<file path="config.mk">
export PLATFORM = sky130hd
export DESIGN_NAME = odcp_output_page
export DESIGN_NICKNAME = d
export VERILOG_FILES = /design/src/rtl/odcp_pkg.sv /design/src/rtl/odcp_coarse_delay.sv /design/src/rtl/odcp_output_page.sv
export VERILOG_INCLUDE_DIRS = /design/src /design/src/rtl
export SDC_FILE = /design/constraint.sdc
export NUM_CORES = 1
export LEC_CHECK = 0
export BUFFER_PORTS_ARGS = -buffer_cell sky130_fd_sc_hd__buf_4
export CORE_MARGIN = 2
export CORE_UTILIZATION = 25
export CTS_CLUSTER_SIZE = 20
export DETAILED_ROUTE_END_ITERATION = 7
export GPL_ROUTABILITY_DRIVEN = 1
export PLACE_DENSITY_LB_ADDON = 0.12
export SKIP_CTS_REPAIR_TIMING = 1
export SLEW_MARGIN = 20
export SYNTH_ARGS = -nofsm -noshare
export SYNTH_HDL_FRONTEND = slang
export SYNTH_SLANG_ARGS = --single-unit
</file>
<file path="constraint.sdc">
create_clock -name clk -period 5.8 [get_ports clk]
set_input_delay 0.58 -clock clk [delete_from_list [all_inputs] [get_ports clk]]
set_output_delay 0.58 -clock clk [all_outputs]
set_load 0.03 [all_outputs]
</file>
<file path="src/rtl/odcp_defs.svh">
// Offsets, field positions, codes and reset values of the output divider page
`ifndef ODCP_DEFS_SVH
`define ODCP_DEFS_SVH

// ----------------------------------------------------------------------------
// Register offsets
// ----------------------------------------------------------------------------
`define ODCP_ADDR_DIV_HIGH 8'h50
`define ODCP_ADDR_DIV_MID 8'h51
`define ODCP_ADDR_DIV_LOW 8'h52
`define ODCP_ADDR_PHASE 8'h53
`define ODCP_ADDR_DELAY 8'h54
`define ODCP_ADDR_SUPPLY 8'h55
`define ODCP_ADDR_PAD 8'h57

// ----------------------------------------------------------------------------
// Writable bits per register and reset value
// ----------------------------------------------------------------------------
`define ODCP_MASK_DIV_HIGH 8'h0f
`define ODCP_MASK_FULL 8'hff
`define ODCP_MASK_PHASE 8'hc7
`define ODCP_MASK_SUPPLY 8'hdf
`define ODCP_MASK_PAD 8'h1f
`define ODCP_RESET_BYTE 8'h00

// ----------------------------------------------------------------------------
// Field positions
// ----------------------------------------------------------------------------
`define ODCP_DIV_HIGH_F 3:0
`define ODCP_DIV_TOP_F 7:6
`define ODCP_PHASE_F 7:6
`define ODCP_STRENGTH_F 2:0
`define ODCP_COARSE_F 5:0
`define ODCP_FINE_F 7:6
`define ODCP_FINE_EXT_BIT 4
`define ODCP_SUPPLY_F 4:3
`define ODCP_DRIVER_F 2:0
`define ODCP_PAD_F 3:0

// ----------------------------------------------------------------------------
// Codes and counts
// ----------------------------------------------------------------------------
`define ODCP_SUPPLY_1V8 2'h0
`define ODCP_SUPPLY_2V5 2'h1
`define ODCP_SUPPLY_3V3 2'h2
`define ODCP_DRV_LVDS 3'h0
`define ODCP_DRV_LVPECL_CM 3'h1
`define ODCP_DRV_CML 3'h2
`define ODCP_DRV_HCSL 3'h3
`define ODCP_DRV_LVDS_BOOST 3'h4
`define ODCP_DRV_LVPECL_NOCM 3'h5
`define ODCP_PAD_DIFF_EXT 4'h0
`define ODCP_PAD_DIFF_PULLDN 4'h1
`define ODCP_PAD_DIFF_PULLUP 4'h2
`define ODCP_PAD_CMOS_TRUE 4'h4
`define ODCP_PAD_CMOS_COMP 4'h8
`define ODCP_PAD_CMOS_BOTH 4'hc
`define ODCP_FINE_MAX 3'h4
`define ODCP_RATIO_MIN 30'h0000_0002
`define ODCP_COARSE_TAPS 64

`endif

</file>
<file path="src/rtl/odcp_pkg.sv">
// Types shared by the output divider page modules
package odcp_pkg;
    typedef logic [7:0] odcp_byte_t;
    typedef logic [29:0] odcp_ratio_t;
    typedef logic [5:0] odcp_coarse_t;

    typedef struct packed {
        logic [62:0] line;
        logic out;
    } odcp_dly_s;

    typedef struct packed {
        odcp_byte_t div_high;
        odcp_byte_t div_mid;
        odcp_byte_t div_low;
        odcp_byte_t phase_ctl;
        odcp_byte_t delay_ctl;
        odcp_byte_t supply_ctl;
        odcp_byte_t pad_ctl;
        odcp_byte_t rdata;
        odcp_ratio_t cnt;
        logic div_clk;
        logic true_pad;
        logic comp_pad;
        logic [2:0] fine_step;
        logic [2:0] strength;
        logic [2:0] supply_sel;
        logic [5:0] driver_sel;
        logic true_cmos;
        logic comp_cmos;
        logic diff_en;
        logic pullup_en;
        logic pulldown_en;
    } odcp_state_s;
endpackage
</file>
<file path="src/rtl/odcp_coarse_delay.sv">
// Coarse delay line: delays the divided clock by a programmable number of cycles
`include "odcp_defs.svh"

module odcp_coarse_delay (
    input wire logic clk,
    input wire logic rst_n,
    input wire logic ce,
    input wire logic in_i,
    input wire odcp_pkg::odcp_coarse_t coarse_i,
    output logic out_o
);
    import odcp_pkg::*;

    odcp_dly_s s_q;
    odcp_dly_s s_d;
    logic [`ODCP_COARSE_TAPS-1:0] taps;

    // ------------------------------------------------------------------------
    // Tap vector: tap 0 is the live input, tap n is n stages back
    // ------------------------------------------------------------------------
    assign taps[0] = in_i;
    for (genvar i = 1; i < `ODCP_COARSE_TAPS; i++)
    begin : g_tap
        assign taps[i] = s_q.line[i-1];
    end

    always_comb
    begin
        s_d = s_q;
        if (ce)
        begin
            s_d.line = {s_q.line[61:0], in_i};
            s_d.out = taps[coarse_i];
        end
    end

    always_ff @(posedge clk or negedge rst_n)
    begin
        if (!rst_n)
            s_q <= '0;
        else
            s_q <= s_d;
    end

    assign out_o = s_q.out;

    // ------------------------------------------------------------------------
    // Checks
    // ------------------------------------------------------------------------
    a_coarse_one: assert property (
        @(posedge clk) disable iff (!rst_n)
        (ce && coarse_i == 6'h01) [*3] |-> out_o == $past(in_i, 2))
        else $error("coarse delay of one stage not two cycles");

    a_coarse_zero: assert property (
        @(posedge clk) disable iff (!rst_n)
        (ce && coarse_i == 6'h00) [*2] |-> out_o == $past(in_i, 1))
        else $error("coarse delay of zero not one cycle");
endmodule // odcp_coarse_delay

</file>
<file path="src/rtl/odcp_output_page.sv">
// Configuration page and clock path of one divided, delayed clock output
//
// Summary of operation
// - Divider bits 19:0 from 50h, 51h, 52h
// - 55h bits 7:6 are divider bits 29:28
// - 53h bits 7:6 route phases to pads
// - Coarse delay 0 to 63 clock periods
// - Fine delay zero to three 30 ps steps
// - 57h bit 4 extends fine delay to four
// - 55h bits 4:3 select supply level
// - 55h bits 2:0 select driver standard
// - Pad codes 1000 and 1100 select CMOS
// - Pad code 0000 is externally terminated differential
// - Codes 0010, 0001, 0100: pull-up, pull-down, CMOS
`include "odcp_defs.svh"

module odcp_output_page (
    input wire logic clk,
    input wire logic rst_n,
    input wire logic ce,
    input wire odcp_pkg::odcp_byte_t cfg_addr,
    input wire logic cfg_wr,
    input wire odcp_pkg::odcp_byte_t cfg_wdata,
    input wire logic cfg_rd,
    output odcp_pkg::odcp_byte_t cfg_rdata,
    output logic true_pad_drive,
    output logic comp_pad_drive,
    output logic [2:0] fine_step,
    output logic [2:0] drive_strength,
    output logic [2:0] supply_level_code,
    output logic [5:0] driver_standard_select,
    output logic true_cmos_en,
    output logic comp_cmos_en,
    output logic diff_en,
    output logic pullup_en,
    output logic pulldown_en
);
    import odcp_pkg::*;

    odcp_state_s s_q;
    odcp_state_s s_d;
    odcp_ratio_t output_divide_ratio;
    odcp_ratio_t half_ratio;
    odcp_ratio_t cnt_next;
    logic delayed_clk;
    logic clock_true_phase;
    logic clock_comp_phase;
    logic [2:0] fine_code;
    logic [1:0] phase_sel;

    // ------------------------------------------------------------------------
    // Divider value assembly; bits 27:20 have no register on this page
    // ------------------------------------------------------------------------
    assign output_divide_ratio = {s_q.supply_ctl[`ODCP_DIV_TOP_F], 8'h00,
                                  s_q.div_high[`ODCP_DIV_HIGH_F],
                                  s_q.div_mid, s_q.div_low};
    assign half_ratio = output_divide_ratio >> 1;
    assign fine_code = {s_q.pad_ctl[`ODCP_FINE_EXT_BIT], s_q.delay_ctl[`ODCP_FINE_F]};
    assign phase_sel = s_q.phase_ctl[`ODCP_PHASE_F];

    // ------------------------------------------------------------------------
    // Coarse delay of the divided clock
    // ------------------------------------------------------------------------
    odcp_coarse_delay u_coarse (
        .clk(clk),
        .rst_n(rst_n),
        .ce(ce),
        .in_i(s_q.div_clk),
        .coarse_i(s_q.delay_ctl[`ODCP_COARSE_F]),
        .out_o(delayed_clk)
    );

    assign clock_true_phase = delayed_clk;
    assign clock_comp_phase = ~delayed_clk;

    // ------------------------------------------------------------------------
    // Next state
    // ------------------------------------------------------------------------
    always_comb
    begin
        s_d = s_q;
        cnt_next = s_q.cnt;
        if (ce)
        begin
            // Register writes; undefined bits are masked so they read zero
            if (cfg_wr)
            begin
                unique case (cfg_addr)
                    `ODCP_ADDR_DIV_HIGH: s_d.div_high = cfg_wdata & `ODCP_MASK_DIV_HIGH;
                    `ODCP_ADDR_DIV_MID: s_d.div_mid = cfg_wdata & `ODCP_MASK_FULL;
                    `ODCP_ADDR_DIV_LOW: s_d.div_low = cfg_wdata & `ODCP_MASK_FULL;
                    `ODCP_ADDR_PHASE: s_d.phase_ctl = cfg_wdata & `ODCP_MASK_PHASE;
                    `ODCP_ADDR_DELAY: s_d.delay_ctl = cfg_wdata & `ODCP_MASK_FULL;
                    `ODCP_ADDR_SUPPLY: s_d.supply_ctl = cfg_wdata & `ODCP_MASK_SUPPLY;
                    `ODCP_ADDR_PAD: s_d.pad_ctl = cfg_wdata & `ODCP_MASK_PAD;
                    default: ;
                endcase
            end

            // Read data is captured and held until the next read
            if (cfg_rd)
            begin
                unique case (cfg_addr)
                    `ODCP_ADDR_DIV_HIGH: s_d.rdata = s_q.div_high;
                    `ODCP_ADDR_DIV_MID: s_d.rdata = s_q.div_mid;
                    `ODCP_ADDR_DIV_LOW: s_d.rdata = s_q.div_low;
                    `ODCP_ADDR_PHASE: s_d.rdata = s_q.phase_ctl;
                    `ODCP_ADDR_DELAY: s_d.rdata = s_q.delay_ctl;
                    `ODCP_ADDR_SUPPLY: s_d.rdata = s_q.supply_ctl;
                    `ODCP_ADDR_PAD: s_d.rdata = s_q.pad_ctl;
                    default: s_d.rdata = `ODCP_RESET_BYTE;
                endcase
            end

            // Divider: ratios below two park the output low, since a
            // registered output cannot pass the clock itself through
            if (output_divide_ratio < `ODCP_RATIO_MIN)
                cnt_next = '0;
            else if (s_q.cnt >= output_divide_ratio - 30'h0000_0001)
                cnt_next = '0;
            else
                cnt_next = s_q.cnt + 30'h0000_0001;
            s_d.cnt = cnt_next;
            s_d.div_clk = (output_divide_ratio >= `ODCP_RATIO_MIN)
                          && (cnt_next < half_ratio);

            // Phase routing to the two pads
            s_d.true_pad = phase_sel[1] ? clock_comp_phase : clock_true_phase;
            s_d.comp_pad = phase_sel[0] ? clock_true_phase : clock_comp_phase;

            // Fine step for the analog delay cell; codes past four clamp
            if (fine_code > `ODCP_FINE_MAX)
                s_d.fine_step = `ODCP_FINE_MAX;
            else
                s_d.fine_step = fine_code;

            // Passed through as written; seven is the value software uses
            s_d.strength = s_q.phase_ctl[`ODCP_STRENGTH_F];

            unique case (s_q.supply_ctl[`ODCP_SUPPLY_F])
                `ODCP_SUPPLY_1V8: s_d.supply_sel = 3'h1;
                `ODCP_SUPPLY_2V5: s_d.supply_sel = 3'h2;
                `ODCP_SUPPLY_3V3: s_d.supply_sel = 3'h4;
                default: s_d.supply_sel = 3'h0;
            endcase

            unique case (s_q.supply_ctl[`ODCP_DRIVER_F])
                `ODCP_DRV_LVDS: s_d.driver_sel = 6'h01;
                `ODCP_DRV_LVPECL_CM: s_d.driver_sel = 6'h02;
                `ODCP_DRV_CML: s_d.driver_sel = 6'h04;
                `ODCP_DRV_HCSL: s_d.driver_sel = 6'h08;
                `ODCP_DRV_LVDS_BOOST: s_d.driver_sel = 6'h10;
                `ODCP_DRV_LVPECL_NOCM: s_d.driver_sel = 6'h20;
                default: s_d.driver_sel = 6'h00;
            endcase

            // Unlisted pad codes leave both pads undriven
            s_d.true_cmos = 1'b0;
            s_d.comp_cmos = 1'b0;
            s_d.diff_en = 1'b0;
            s_d.pullup_en = 1'b0;
            s_d.pulldown_en = 1'b0;
            unique case (s_q.pad_ctl[`ODCP_PAD_F])
                `ODCP_PAD_DIFF_EXT: s_d.diff_en = 1'b1;
                `ODCP_PAD_DIFF_PULLUP:
                begin
                    s_d.diff_en = 1'b1;
                    s_d.pullup_en = 1'b1;
                end
                `ODCP_PAD_DIFF_PULLDN:
                begin
                    s_d.diff_en = 1'b1;
                    s_d.pulldown_en = 1'b1;
                end
                `ODCP_PAD_CMOS_TRUE: s_d.true_cmos = 1'b1;
                `ODCP_PAD_CMOS_COMP: s_d.comp_cmos = 1'b1;
                `ODCP_PAD_CMOS_BOTH:
                begin
                    s_d.true_cmos = 1'b1;
                    s_d.comp_cmos = 1'b1;
                end
                default: ;
            endcase
        end
    end

    // ------------------------------------------------------------------------
    // State register
    // ------------------------------------------------------------------------
    always_ff @(posedge clk or negedge rst_n)
    begin
        if (!rst_n)
            s_q <= '0;
        else
            s_q <= s_d;
    end

    assign cfg_rdata = s_q.rdata;
    assign true_pad_drive = s_q.true_pad;
    assign comp_pad_drive = s_q.comp_pad;
    assign fine_step = s_q.fine_step;
    assign drive_strength = s_q.strength;
    assign supply_level_code = s_q.supply_sel;
    assign driver_standard_select = s_q.driver_sel;
    assign true_cmos_en = s_q.true_cmos;
    assign comp_cmos_en = s_q.comp_cmos;
    assign diff_en = s_q.diff_en;
    assign pullup_en = s_q.pullup_en;
    assign pulldown_en = s_q.pulldown_en;

    // ------------------------------------------------------------------------
    // Checks
    // ------------------------------------------------------------------------
    a_div_low_byte: assert property (
        @(posedge clk) disable iff (!rst_n)
        (ce && cfg_wr && cfg_addr == `ODCP_ADDR_DIV_LOW)
        |=> output_divide_ratio[7:0] == $past(cfg_wdata))
        else $error("divider low byte not taken from its register");

    a_div_top_bits: assert property (
        @(posedge clk) disable iff (!rst_n)
        (ce && cfg_wr && cfg_addr == `ODCP_ADDR_SUPPLY)
        |=> output_divide_ratio[29:28] == $past(cfg_wdata[7:6]))
        else $error("divider bits 29:28 not taken from supply register");

    a_phase_same: assert property (
        @(posedge clk) disable iff (!rst_n)
        (ce && s_q.phase_ctl[7:6] == 2'h1) |=> true_pad_drive == comp_pad_drive)
        else $error("phase code 01 did not drive both pads alike");

    a_phase_split: assert property (
        @(posedge clk) disable iff (!rst_n)
        (ce && s_q.phase_ctl[7:6] == 2'h0) |=> true_pad_drive != comp_pad_drive)
        else $error("phase code 00 did not drive opposite phases");

    a_fine_limit: assert property (
        @(posedge clk) disable iff (!rst_n)
        (ce && fine_code == 3'h7) |=> fine_step == 3'h4)
        else $error("fine step code not clamped at four");

    a_fine_plain: assert property (
        @(posedge clk) disable iff (!rst_n)
        (ce && !s_q.pad_ctl[4]) |=> fine_step == {1'b0, $past(s_q.delay_ctl[7:6])})
        else $error("fine step differs from its two-bit field");

    a_supply_3v3: assert property (
        @(posedge clk) disable iff (!rst_n)
        (ce && s_q.supply_ctl[4:3] == 2'h2) |=> supply_level_code == 3'h4)
        else $error("supply code 10 not decoded as 3.3 V");

    a_driver_boost: assert property (
        @(posedge clk) disable iff (!rst_n)
        (ce && s_q.supply_ctl[2:0] == 3'h4) |=> driver_standard_select == 6'h10)
        else $error("driver code 100 not decoded as boosted");

    a_pad_both: assert property (
        @(posedge clk) disable iff (!rst_n)
        (ce && s_q.pad_ctl[3:0] == 4'hc) |=> true_cmos_en && comp_cmos_en && !diff_en)
        else $error("pad code 1100 did not enable both CMOS pads");

    a_pad_diff: assert property (
        @(posedge clk) disable iff (!rst_n)
        (ce && s_q.pad_ctl[3:0] == 4'h0)
        |=> diff_en && !pullup_en && !pulldown_en && !true_cmos_en)
        else $error("pad code 0000 not external differential");

    a_div_high_time: assert property (
        @(posedge clk) disable iff (!rst_n)
        (ce && output_divide_ratio == 30'h4 && !s_q.div_clk) ##1
        (ce && s_q.div_clk && output_divide_ratio == 30'h4) ##1 ce
        |-> s_q.div_clk ##0 (ce [*1] ##1 !s_q.div_clk))
        else $error("divide by four did not stay high two cycles");

    a_read_back: assert property (
        @(posedge clk) disable iff (!rst_n)
        (ce && cfg_wr && cfg_addr == `ODCP_ADDR_DIV_MID) ##1
        (ce && cfg_rd && !cfg_wr && cfg_addr == `ODCP_ADDR_DIV_MID)
        |=> cfg_rdata == $past(cfg_wdata, 2))
        else $error("written divider byte not read back");

    a_phase_comp: assert property (
        @(posedge clk) disable iff (!rst_n)
        (ce && phase_sel == 2'h2)
        |=> (true_pad_drive == !$past(delayed_clk))
            && (comp_pad_drive == !$past(delayed_clk)))
        else $error("phase code 10 did not put the complement on both pads");

    a_phase_swap: assert property (
        @(posedge clk) disable iff (!rst_n)
        (ce && phase_sel == 2'h3)
        |=> (true_pad_drive == !$past(delayed_clk))
            && (comp_pad_drive == $past(delayed_clk)))
        else $error("phase code 11 did not swap the two phases");

    a_pad_pullup: assert property (
        @(posedge clk) disable iff (!rst_n)
        (ce && s_q.pad_ctl[3:0] == 4'h2) |=> diff_en && pullup_en && !pulldown_en)
        else $error("pad code 0010 not differential with pull-up");

    a_pad_comp_only: assert property (
        @(posedge clk) disable iff (!rst_n)
        (ce && s_q.pad_ctl[3:0] == 4'h8) |=> comp_cmos_en && !true_cmos_en && !diff_en)
        else $error("pad code 1000 did not drive the negative pad alone");

    a_ratio_park: assert property (
        @(posedge clk) disable iff (!rst_n)
        (ce && output_divide_ratio < `ODCP_RATIO_MIN) |=> !s_q.div_clk)
        else $error("divided clock not parked low for ratio below two");

    a_supply_1v8: assert property (
        @(posedge clk) disable iff (!rst_n)
        (ce && s_q.supply_ctl[4:3] == 2'h0) |=> supply_level_code == 3'h1)
        else $error("supply code 00 not decoded as 1.8 V");
endmodule // odcp_output_page

</file>
==> results.sh, run 1 <==
export IMPL_drive_gt1_frac=0.279
export IMPL_fp_row_count=72
export IMPL_cp_arrival_ns=5.58
export IMPL_wl_per_cell_um=19.2
export IMPL_gp_congestion=0.789
export IMPL_clkTransAtPathRegs_ns=0.08
export IMPL_overflow=0
export IMPL_max_cap_violations=0
export IMPL_remaining_drc_errors=0
export IMPL_syn_to_final_growth_pct=14.4
export IMPL_worstSetupEndpointType="flip-flop"
export IMPL_yosysTopAreaCellShare=0.433
export IMPL_timing_setup_tns_ns=0
export IMPL_period_share=0.901
export IMPL_nets=970
export IMPL_die_area_mm2=0.0409
export IMPL_slew_violations=0
export IMPL_synthMuxAreaShare=0.218
export IMPL_worst_setup_path_start_kind="flip-flop"
export IMPL_finalHoldViolCount=0
export IMPL_placed_area_mm2=0.0106
export IMPL_cts_max_level=4
export IMPL_coreArea_mm2=0.0387
export IMPL_rsz0062_at_grt="no"
export IMPL_ir_worst_vdd_mv=0.247
export IMPL_p_leak_nw=5.28
export IMPL_viasPerCell=4.65
export IMPL_clockBufferDepth=2
export IMPL_crit_path_cell_trace="or4_1, nor4_2, nand2_1, nor2_1, buf_4, nand2_1, nor2_1, xnor2_1, ha_1, nand4_1, nor3_1, nand3_1, o21ai_4, buf_4, nor2_1, ha_1, a21o_1, a21o_1, a21o_1, nand3b_1, o32a_1, o31ai_1"
export IMPL_cts_root_buf="clkbuf_16"
export IMPL_fmax_mhz=191
export IMPL_fin_worst_skew_ns=0.0219
export IMPL_mappedNetlistArea_mm2=0.00982
export IMPL_fin_area_mm2=0.0112
export IMPL_syn_inst=875
export IMPL_dp_cells=1395
export IMPL_avgSynthCellArea_um2=11.2
export IMPL_stdcell_count=1427
export IMPL_boundaryPins=51
export IMPL_die_h_um=202
export IMPL_synthXorXnorAreaFrac=0.0401
export IMPL_synth_compound_area_frac=0.0798
export IMPL_cts_tree="yes"
export IMPL_post_route_min_period_ns=5.22
export IMPL_synthSimpleGateAreaFrac=0.111
export IMPL_postLayoutCoreUtil=0.290
export IMPL_drt_first_pass_iters=4
export IMPL_path_delay_family="simple AND/OR/NAND/NOR gates"
export IMPL_synthAdderAreaFrac=0.0675
export IMPL_worstSkewPairLatency_ns=0.46
export IMPL_synth_top_area_cell="dfrtp_1"
export IMPL_fp_dieW_um=202
export IMPL_drtIter0Drc=346
export IMPL_postRouteAntennaNets=0
export IMPL_synth_area_top_cells="dfrtp_1, mux2_2, ha_1"
export IMPL_ys_ff_latch=170
export IMPL_grt_pass1_vias=7011
export IMPL_tightest_slew_ns=0.985
export IMPL_relSlewSlack=0.343
export IMPL_worstPathRequired_ns=6.16
export IMPL_setup_violations=0
export IMPL_cts_sinks=170
export IMPL_grtUsageMet2=0.236
export IMPL_path_class="flip-flop to flip-flop"
export IMPL_status="completed"
export IMPL_antenna_found_initial=0
export IMPL_track_usage=0.140
export IMPL_min_delay_path_class="input pin to async pin"
export IMPL_whs_ns=0.185
export IMPL_synth_top_family_by_area="multiplexers"
export IMPL_vias=6631
export IMPL_grt_max_degree=77
export IMPL_initial_core_util=0.253
export IMPL_cp_slowest_cell="or4_1"
export IMPL_grt_use_met1=0.183
export IMPL_max_stage_delay_ns=0.58
export IMPL_worst_path_buf_inv=2
export IMPL_cp_max_fo=20
export IMPL_grt_pass1_wl_mm=43.4
export IMPL_power_density_mw_per_mm2=272
export IMPL_synth_flop_cell="dfrtp_1"
export IMPL_numCtsBuffers=17
export IMPL_ys_seq_area_frac=0.433
export IMPL_grtUsageMet3=0.0303
export IMPL_syn_nets=949
export IMPL_synth_edf_count=0
export IMPL_io_buffers=50
export IMPL_hpwlAfterDp_mm=19.8
export IMPL_async_flop_share=1.00
export IMPL_ys_types=54
export IMPL_antenna_cells=0
export IMPL_grt_busiest_layer="met2"
export IMPL_wirelength_mm=27.4
export IMPL_yosysWarningCount=0
## cells in the mapped netlist (18+ instances only)
cell type and count:
xnor2_1 31, mux2_2 134, ha_1 53, nor2_1 43, o21ai_0 40, nand3_1 24, clkbuf_1 30, a21oi_1 26
buf_4 23, nand2_1 59, inv_1 39, dfrtp_1 170, mux4_2 18
## worst paths after layout
path / start / slack, ns / cells after the start / end
setup / recovery: output_divide_ratio[0]$_DFFE_PN0P_ / 0.58 / 22 / s_q[22]$_DFFE_PN0P_
hold / removal: rst_n / 0.18 / 1 / s_q[44]$_DFFE_PN0P_
setup reg to reg: output_divide_ratio[0]$_DFFE_PN0P_ / 0.58 / 22 / s_q[22]$_DFFE_PN0P_
hold reg to reg: cfg_rdata[2]$_DFFE_PN0P_ / 0.49 / 2 / cfg_rdata[2]$_DFFE_PN0P_
max in group asynchronous: rst_n / 4.34 / 2 / drive_strength[2]$_DFFE_PN0P_
min in group clk: cfg_wdata[6] / 0.40 / 2 / fine_code[0]$_DFFE_PN0P_
## power by group
part / total [W] / leakage, nW / internal [W] / switching, W
clock: 0.00122 / 0.299 / 0.000627 / 0.000596
sequential: 0.00131 / 2.35 / 0.00125 / 0.0000633
combinational: 0.000524 / 2.64 / 0.000231 / 0.000292
## final cells by class
type                       instances  area [um^2]
clock inverter                    15          191
tap                              518          648
fill                            4112        27500
multi-input combinational        604         5080
clock buffer                      17          425
sequential                       170         4250
inverter                          39          146
timing repair buffer              64          484
## worst reg2reg max path, cell delays in order (launching register included)
cell and delay [ns]:
dfrtp_1 0.43, or4_1 0.58, nor4_2 0.24, nand2_1 0.15
nor2_1 0.12, buf_4 0.17, nand2_1 0.08, nor2_1 0.12
xnor2_1 0.08, ha_1 0.31, nand4_1 0.12, nor3_1 0.33
nand3_1 0.26, o21ai_4 0.26, buf_4 0.30, nor2_1 0.11
ha_1 0.29, a21o_1 0.16, a21o_1 0.16, a21o_1 0.19
nand3b_1 0.15, o32a_1 0.29, o31ai_1 0.24
## flip-flops by register name (all words and copies together), names as in the netlist
signal	cells
pulldown_en	1
fine_step	3
cfg_rdata	8
output_divide_ratio	1
true_cmos_en	1
half_ratio	21
s_q	49
comp_cmos_en	1
fine_code	3
drive_strength	3
driver_standard_select	6
phase_sel	2
pullup_en	1
diff_en	1
true_pad_drive	1
comp_pad_drive	1
u_coarse.out_o	1
supply_level_code	3
u_coarse.s_q	63
## cell families after synthesis
logic type	count (synthesis)
AO/OA/AOI/OAI	123
flip-flops	170
AND/OR/NAND/NOR	214
XOR/XNOR	45
multiplexers	169
adder cells (fa/ha/maj)	53
buffers and inverters	101
## layer usage
metal  routed length, um  up-vias
met4                 403        0
met2               13600       62
met5                   0        -
met1               12600     3343
met3                 842       20
li1                    -     3206
## cells in the final DEF, fill, tap and decap left out, types with 14 or more instances in the layout
cell,n
a21o_1,17
a21oi_1,26
buf_4,63
clkbuf_16,17
dfrtp_1,170
ha_1,53
inv_1,39
mux2_2,134
mux4_2,18
nand2_1,59
nand3_1,24
nand4_1,15
nor2_1,43
o21ai_0,40
xnor2_1,31
xor2_1,14
## stage by stage
step	setup WS [ns]	total power, W
after floorplan	0.773	0.00168
after global placement	0.625	0.00187
after detailed placement	0.432	0.00187
after CTS	0.359	0.00312
after global routing	0.00319	0.00323
final	0.576	0.00306
(Power assumes the default switching activity.)
==> run 2, diff against run 1 <==
--- a/config.mk
+++ b/config.mk
@@ -17,4 +17,5 @@
 export SLEW_MARGIN = 20
 export SYNTH_ARGS = -nofsm -noshare
 export SYNTH_HDL_FRONTEND = slang
+export SYNTH_HIERARCHICAL = 1
 export SYNTH_SLANG_ARGS = --single-unit
==> run 2 against run 1 <==
  * Die area is 2.4% higher
  * Sequential share of layout area is 0.83 points lower
  * Critical endpoint unchanged
  * Register-to-register slack worse by 0.098 ns
  * Worst hold slack better by 0.020 ns
  * Combinational power is 32% higher
  * Largest cell class unchanged
  * Core utilization is 0.074 points lower
==> results.sh, run 2 <==
export IMPL_status="completed"
export IMPL_syn_to_final_growth_pct=14.2
export IMPL_fp_dieW_um=205
export IMPL_synth_flop_cell="dfrtp_1"
export IMPL_syn_nets=987
export IMPL_antenna_cells=0
export IMPL_multi_input_area_mm2=0.00531
export IMPL_synth_commonest_cells="dfrtp_1, mux2_2, nand2_1"
export IMPL_layout_common_cells="dfrtp_1, mux2_2, buf_4"
export IMPL_ir_worst_vdd_mv=0.170
export IMPL_max_stage_delay_ns=0.54
export IMPL_top_register="u_coarse/s_q"
export IMPL_worst_path_buf_inv=1
export IMPL_ys_types=67
export IMPL_post_route_min_period_ns=5.32
export IMPL_io_buffers=50
export IMPL_fin_worst_skew_ns=0.0102
export IMPL_drtIter0Drc=362
export IMPL_worstSkewPairLatency_ns=0.44
export IMPL_whs_ns=0.205
export IMPL_max_cap_violations=0
export IMPL_layout_commonest_cell="dfrtp_1"
export IMPL_async_flop_share=1.00
export IMPL_min_delay_path_class="input pin to async pin"
export IMPL_dp_slack_ns=0.292
export IMPL_drt_first_pass_iters=5
export IMPL_cts_sinks=170
export IMPL_remaining_drc_errors=0
export IMPL_fmax_mhz=188
export IMPL_syn_inst=913
export IMPL_crit_reg2reg_launch="half_ratio[5]$_DFFE_PN0P_"
export IMPL_die_h_um=205
export IMPL_ff2ff_setup_slack_ns=0.48
export IMPL_cp_max_fo=13
export IMPL_finalHoldViolCount=0
export IMPL_period_share=0.918
export IMPL_yosysWarningCount=6
export IMPL_regArea_mm2=0.00426
export IMPL_r2r_end="s_q[22]$_DFFE_PN0P_"
export IMPL_worst_setup_path_start_kind="flip-flop"
export IMPL_gp_congestion=0.798
export IMPL_slew_violations=0
export IMPL_cts_root_buf="clkbuf_16"
export IMPL_p_leak_nw=5.24
export IMPL_nets=1016
export IMPL_largest_reg_flops=63
export IMPL_cts_tree="yes"
export IMPL_wl_per_cell_um=18.8
export IMPL_cp_arrival_ns=5.63
export IMPL_initial_core_util=0.253
export IMPL_crit_path_cell_trace="nor4_4, nand4_1, or4_4, nor3_4, nand2_2, nor2_1, xnor2_1, ha_1, nand4_1, nor4_1, buf_4, a21o_4, nor2_1, ha_1, nand2_1, or4_1, or3_1, a211o_1, a211oi_1, o311ai_1"
export IMPL_path_delay_family="simple AND/OR/NAND/NOR gates"
export IMPL_synth_most_common_cell="dfrtp_1"
export IMPL_tightest_slew_ns=0.904
export IMPL_avgSynthCellArea_um2=11.0
export IMPL_wirelength_mm=27.8
export IMPL_synth_top_area_cell="dfrtp_1"
export IMPL_fp_row_count=73
export IMPL_yosysTopAreaCellShare=0.423
export IMPL_cts_max_level=4
export IMPL_numCtsBuffers=17
export IMPL_power_density_mw_per_mm2=291
export IMPL_synth_area_top_cells="dfrtp_1, mux2_2, ha_1"
export IMPL_grt_max_degree=92
export IMPL_synth_edf_count=0
export IMPL_viasPerCell=4.69
export IMPL_ys_seq_area_frac=0.423
export IMPL_cp_slowest_cell="or4_1"
export IMPL_timing_setup_tns_ns=0
export IMPL_track_usage=0.139
export IMPL_setup_violations=0
export IMPL_fillers=4123
export IMPL_stdcell_count=1479
export IMPL_die_area_mm2=0.0419
export IMPL_path_class="flip-flop to flip-flop"
export IMPL_relSlewSlack=0.398
export IMPL_dp_cells=1447
export IMPL_clockBufferDepth=2
export IMPL_coreArea_mm2=0.0397
export IMPL_worstPathRequired_ns=6.11
export IMPL_boundaryPins=51
export IMPL_setup_ws_ns=0.477
export IMPL_r2r_cells=20
export IMPL_postLayoutCoreUtil=0.289
export IMPL_ys_ff_latch=170
export IMPL_grt_pass1_wl_mm=44.2
export IMPL_overflow=0
export IMPL_clkTransAtPathRegs_ns=0.07
export IMPL_mappedNetlistArea_mm2=0.0101
export IMPL_postRouteAntennaNets=0
export IMPL_grt_pass1_vias=7292
export IMPL_vias=6943
export IMPL_antenna_found_initial=0
export IMPL_drive_gt1_frac=0.258
export IMPL_hpwlAfterDp_mm=20.5
export IMPL_worstSetupEndpointType="flip-flop"
export IMPL_path_depth=20
-- run 2: worst reg2reg max path, stage by stage, from the launching register on --
cell and delay (ns):
dfrtp_2 0.46, nor4_4 0.32, nand4_1 0.20, or4_4 0.49, nor3_4 0.25, nand2_2 0.10, nor2_1 0.12, xnor2_1 0.08
ha_1 0.30, nand4_1 0.15, nor4_1 0.32, buf_4 0.18, a21o_4 0.20, nor2_1 0.09, ha_1 0.30, nand2_1 0.07
or4_1 0.54, or3_1 0.38, a211o_1 0.27, a211oi_1 0.25, o311ai_1 0.12
-- run 2: metrics by stage --
step                cell area, um^2  power (W)
global placement              10900    0.00216
global route                  11500    0.00357
detailed placement            10900    0.00215
finish                        11500    0.00335
CTS                           11500    0.00340
floorplan                     10100    0.00193
-- run 2: logic make-up (layout without fill, tap and decap cells) --
| kind of cell | Yosys count | after routing | share of synthesized area |
|---|---|---|---|
| muxes | 168 | 168 | 0.197 |
| xor gates and xnor gates | 43 | 43 | 0.0374 |
| buffers and inverters | 97 | 138 | 0.0501 |
| adders and majority gates | 53 | 53 | 0.0659 |
| AOI/OAI and AO/OA | 140 | 140 | 0.0940 |
| and+or+nand+nor | 242 | 242 | 0.133 |
| DFF | 170 | 170 | 0.423 |
-- run 2: per-layer routing --
metal	wire (um)	part of all wire	track usage	up-vias
met5	0	0	0	-
met4	335	0.012	0.0362	0
met3	698	0.025	0.0253	18
met2	13300	0.48	0.228	99
met1	13500	0.48	0.189	3451
li1	-	-	-	3375
-- run 2: worst max-delay path by stage --
stage                                          from                   to  slack (ns)
after floorplan           half_ratio[0]$_DFFE_PN0P_  s_q[22]$_DFFE_PN0P_        0.49
after global placement    half_ratio[5]$_DFFE_PN0P_  s_q[22]$_DFFE_PN0P_        0.38
after detailed placement  half_ratio[5]$_DFFE_PN0P_  s_q[22]$_DFFE_PN0P_        0.29
after CTS                 half_ratio[5]$_DFFE_PN0P_  s_q[22]$_DFFE_PN0P_        0.20
after global routing      half_ratio[5]$_DFFE_PN0P_  s_q[22]$_DFFE_PN0P_      -0.009
final                     half_ratio[5]$_DFFE_PN0P_  s_q[22]$_DFFE_PN0P_        0.48
-- run 2: where the power goes --
group / switching, W / internal, W
logic: 0.000347 / 0.000344
clock network: 0.000501 / 0.000711
registers: 0.000133 / 0.00131
total: 0.000981 / 0.00237
-- run 2: cell type report --
cell class / instances / area share
flip-flops and latches: 170 / 0.370
multi-input cells: 646 / 0.462
inverters: 41 / 0.0134
clock buffers: 21 / 0.0409
clock inverters: 10 / 0.0123
well taps: 525 / 0.0572
repair buffers: 66 / 0.0434
==> run 3, diff against run 2 <==
--- a/config.mk
+++ b/config.mk
@@ -12,7 +12,8 @@
 export CTS_CLUSTER_SIZE = 20
 export DETAILED_ROUTE_END_ITERATION = 7
 export GPL_ROUTABILITY_DRIVEN = 1
-export PLACE_DENSITY_LB_ADDON = 0.12
+export PLACE_DENSITY = 0.43
+export RECOVER_POWER = 50
 export SKIP_CTS_REPAIR_TIMING = 1
 export SLEW_MARGIN = 20
 export SYNTH_ARGS = -nofsm -noshare
==> run 3 against run 2 <==
  * The flow now finishes with violations (max-capacitance violations, max-slew violations)
  * Global-route usage is 0.98 points lower
  * Critical endpoint unchanged
  * First-iteration DRC count down 1.4%
  * Clock skew fell by 0.0012 ns
  * Clock power decreased by 4%
  * Final cell count up 0.27%
  * Maximum frequency fell by 2.4%
  * Highest routed layer unchanged
  * Critical path depth up 2
  * Sequential power hardly changed
  * Count of clock-buffer cells in the layout down 4
  * Non-clock buffer count up 3
==> results.sh, run 3 (same netlist as run 2, synthesis figures left out) <==
export IMPL_status="finished with violations"
export IMPL_violations="max-capacitance violations, max-slew violations"
export IMPL_tightest_slew_ns=4.33
export IMPL_antenna_found_initial=0
export IMPL_grt_pass1_vias=7137
export IMPL_die_area_mm2=0.0419
export IMPL_remaining_drc_errors=0
export IMPL_initial_core_util=0.253
export IMPL_grt_busiest_layer="met2"
export IMPL_cp_max_fo=19
export IMPL_vias=7059
export IMPL_viasPerCell=4.76
export IMPL_track_usage=0.129
export IMPL_crit_reg2reg_launch="half_ratio[5]$_DFFE_PN0P_"
export IMPL_period_share=0.940
export IMPL_cts_root_buf="clkbuf_16"
export IMPL_finalHoldViolCount=0
export IMPL_numCtsBuffers=17
export IMPL_overflow=0
export IMPL_die_h_um=205
export IMPL_coreArea_mm2=0.0397
export IMPL_setup_violations=0
export IMPL_gp_congestion=0.788
export IMPL_drive_gt1_frac=0.225
export IMPL_r2r_end="s_q[22]$_DFFE_PN0P_"
export IMPL_path_class="flip-flop to flip-flop"
export IMPL_postRouteAntennaNets=0
export IMPL_drtIter0Drc=357
export IMPL_ir_worst_vdd_mv=0.155
export IMPL_layout_commonest_cell="dfrtp_1"
export IMPL_worstSkewPairLatency_ns=0.44
export IMPL_relSlewSlack=-1.89
export IMPL_fp_dieW_um=205
export IMPL_hpwlAfterDp_mm=19.2
export IMPL_slew_violations=132
export IMPL_grt_pass1_wl_mm=42.2
export IMPL_clkTransAtPathRegs_ns=0.07
export IMPL_timing_setup_tns_ns=0
export IMPL_antenna_cells=0
export IMPL_whs_endpoint="half_ratio[12]$_DFFE_PN0P_"
export IMPL_fp_row_count=73
export IMPL_p_total_w=0.00329
export IMPL_post_route_min_period_ns=5.45
export IMPL_syn_to_final_growth_pct=13.1
export IMPL_p_leak_nw=5.12
export IMPL_crit_path_cell_trace="nor4_4, nand4_1, or4_4, nor3_4, nand2_2, nor2_1, xnor2_1, ha_1, nand4_1, nor3_1, a22oi_1, o211ai_2, a21o_4, nor2_1, ha_1, a21o_1, a21o_1, a2111oi_1, nor3_1, a2111oi_2, a211oi_1, o311ai_1"
export IMPL_top_register="u_coarse/s_q"
export IMPL_path_delay_family="compound AO/OA/AOI/OAI gates"
export IMPL_power_density_mw_per_mm2=289
export IMPL_worst_path_buf_inv=0
export IMPL_cp_slowest_cell="or4_4"
export IMPL_cp_arrival_ns=5.78
export IMPL_wirelength_mm=26.1
export IMPL_cts_sinks=170
export IMPL_max_cap_violations=2
export IMPL_layout_common_cells="dfrtp_1, mux2_2, nand2_1"
export IMPL_cts_tree="yes"
export IMPL_grt_use_met1=0.183
export IMPL_nets=1019
export IMPL_r2r_cells=22
export IMPL_worstPathRequired_ns=6.12
export IMPL_grt_max_degree=80
export IMPL_worst_setup_path_start_kind="flip-flop"
export IMPL_largest_reg_flops=63
export IMPL_min_path_cells=2
export IMPL_wl_per_cell_um=17.6
export IMPL_worstSetupEndpointType="flip-flop"
export IMPL_min_delay_path_class="input pin to flip-flop"
export IMPL_grtUsageMet2=0.204
export IMPL_boundaryPins=51
export IMPL_ff2ff_setup_slack_ns=0.35
export IMPL_grtUsageMet3=0.0207
export IMPL_clockBufferDepth=2
export IMPL_io_buffers=50
export IMPL_fmax_mhz=183
export IMPL_drt_first_pass_iters=4
export IMPL_path_depth=22
export IMPL_hp_start="cfg_wdata[5]"
export IMPL_fin_worst_skew_ns=0.00892
export IMPL_rsz0062_at_grt="no"
export IMPL_max_stage_delay_ns=0.48
export IMPL_cts_max_level=4
run 3: area by class of cell:
type	instances	area, um^2
Fill cell	4184	28400
Multi-Input combinational cell	646	5310
Sequential cell	170	4250
Tap cell	525	657
Clock buffer	17	425
Timing Repair Buffer	69	395
Clock inverter	15	179
Inverter	41	154
run 3: worst max path at each step:
| stage | startpoint | endpoint |
|---|---|---|
| floorplan | half_ratio[0]$_DFFE_PN0P_ | s_q[22]$_DFFE_PN0P_ |
| global placement | half_ratio[5]$_DFFE_PN0P_ | s_q[22]$_DFFE_PN0P_ |
| detailed placement | half_ratio[5]$_DFFE_PN0P_ | s_q[22]$_DFFE_PN0P_ |
| CTS | half_ratio[5]$_DFFE_PN0P_ | s_q[22]$_DFFE_PN0P_ |
| global route | half_ratio[5]$_DFFE_PN0P_ | s_q[22]$_DFFE_PN0P_ |
| finish | half_ratio[5]$_DFFE_PN0P_ | s_q[22]$_DFFE_PN0P_ |
run 3: layer usage:
layer	part of all wire	routed length [um]	vias up
li1	-	-	3399
met1	0.49	12800	3562
met2	0.47	12300	73
met3	0.023	588	25
met4	0.015	388	0
met5	0	0	-
run 3: stage by stage:
| step | instance area (um^2) | hold WS (ns) | worst slack (ns) | instances | utilization |
|---|---|---|---|---|---|
| 2_1_floorplan | 10100 | 0.284 | 0.491 | 913 | - |
| 3_3_place_gp | 10900 | 0.478 | 0.275 | 1447 | 0.273 |
| 3_5_place_dp | 10900 | 0.474 | 0.109 | 1447 | 0.273 |
| 4_1_cts | 11500 | 0.202 | 0.0499 | 1479 | 0.289 |
| 5_1_grt | 11400 | 0.399 | 0.0198 | 1483 | 0.286 |
| 6_report | 11400 | 0.413 | 0.348 | 1483 | 0.286 |
run 3: report_power, final:
group	internal, W	switching (W)
Sequential	0.00131	0.000130
Clock	0.000585	0.000574
Combinational	0.000344	0.000346
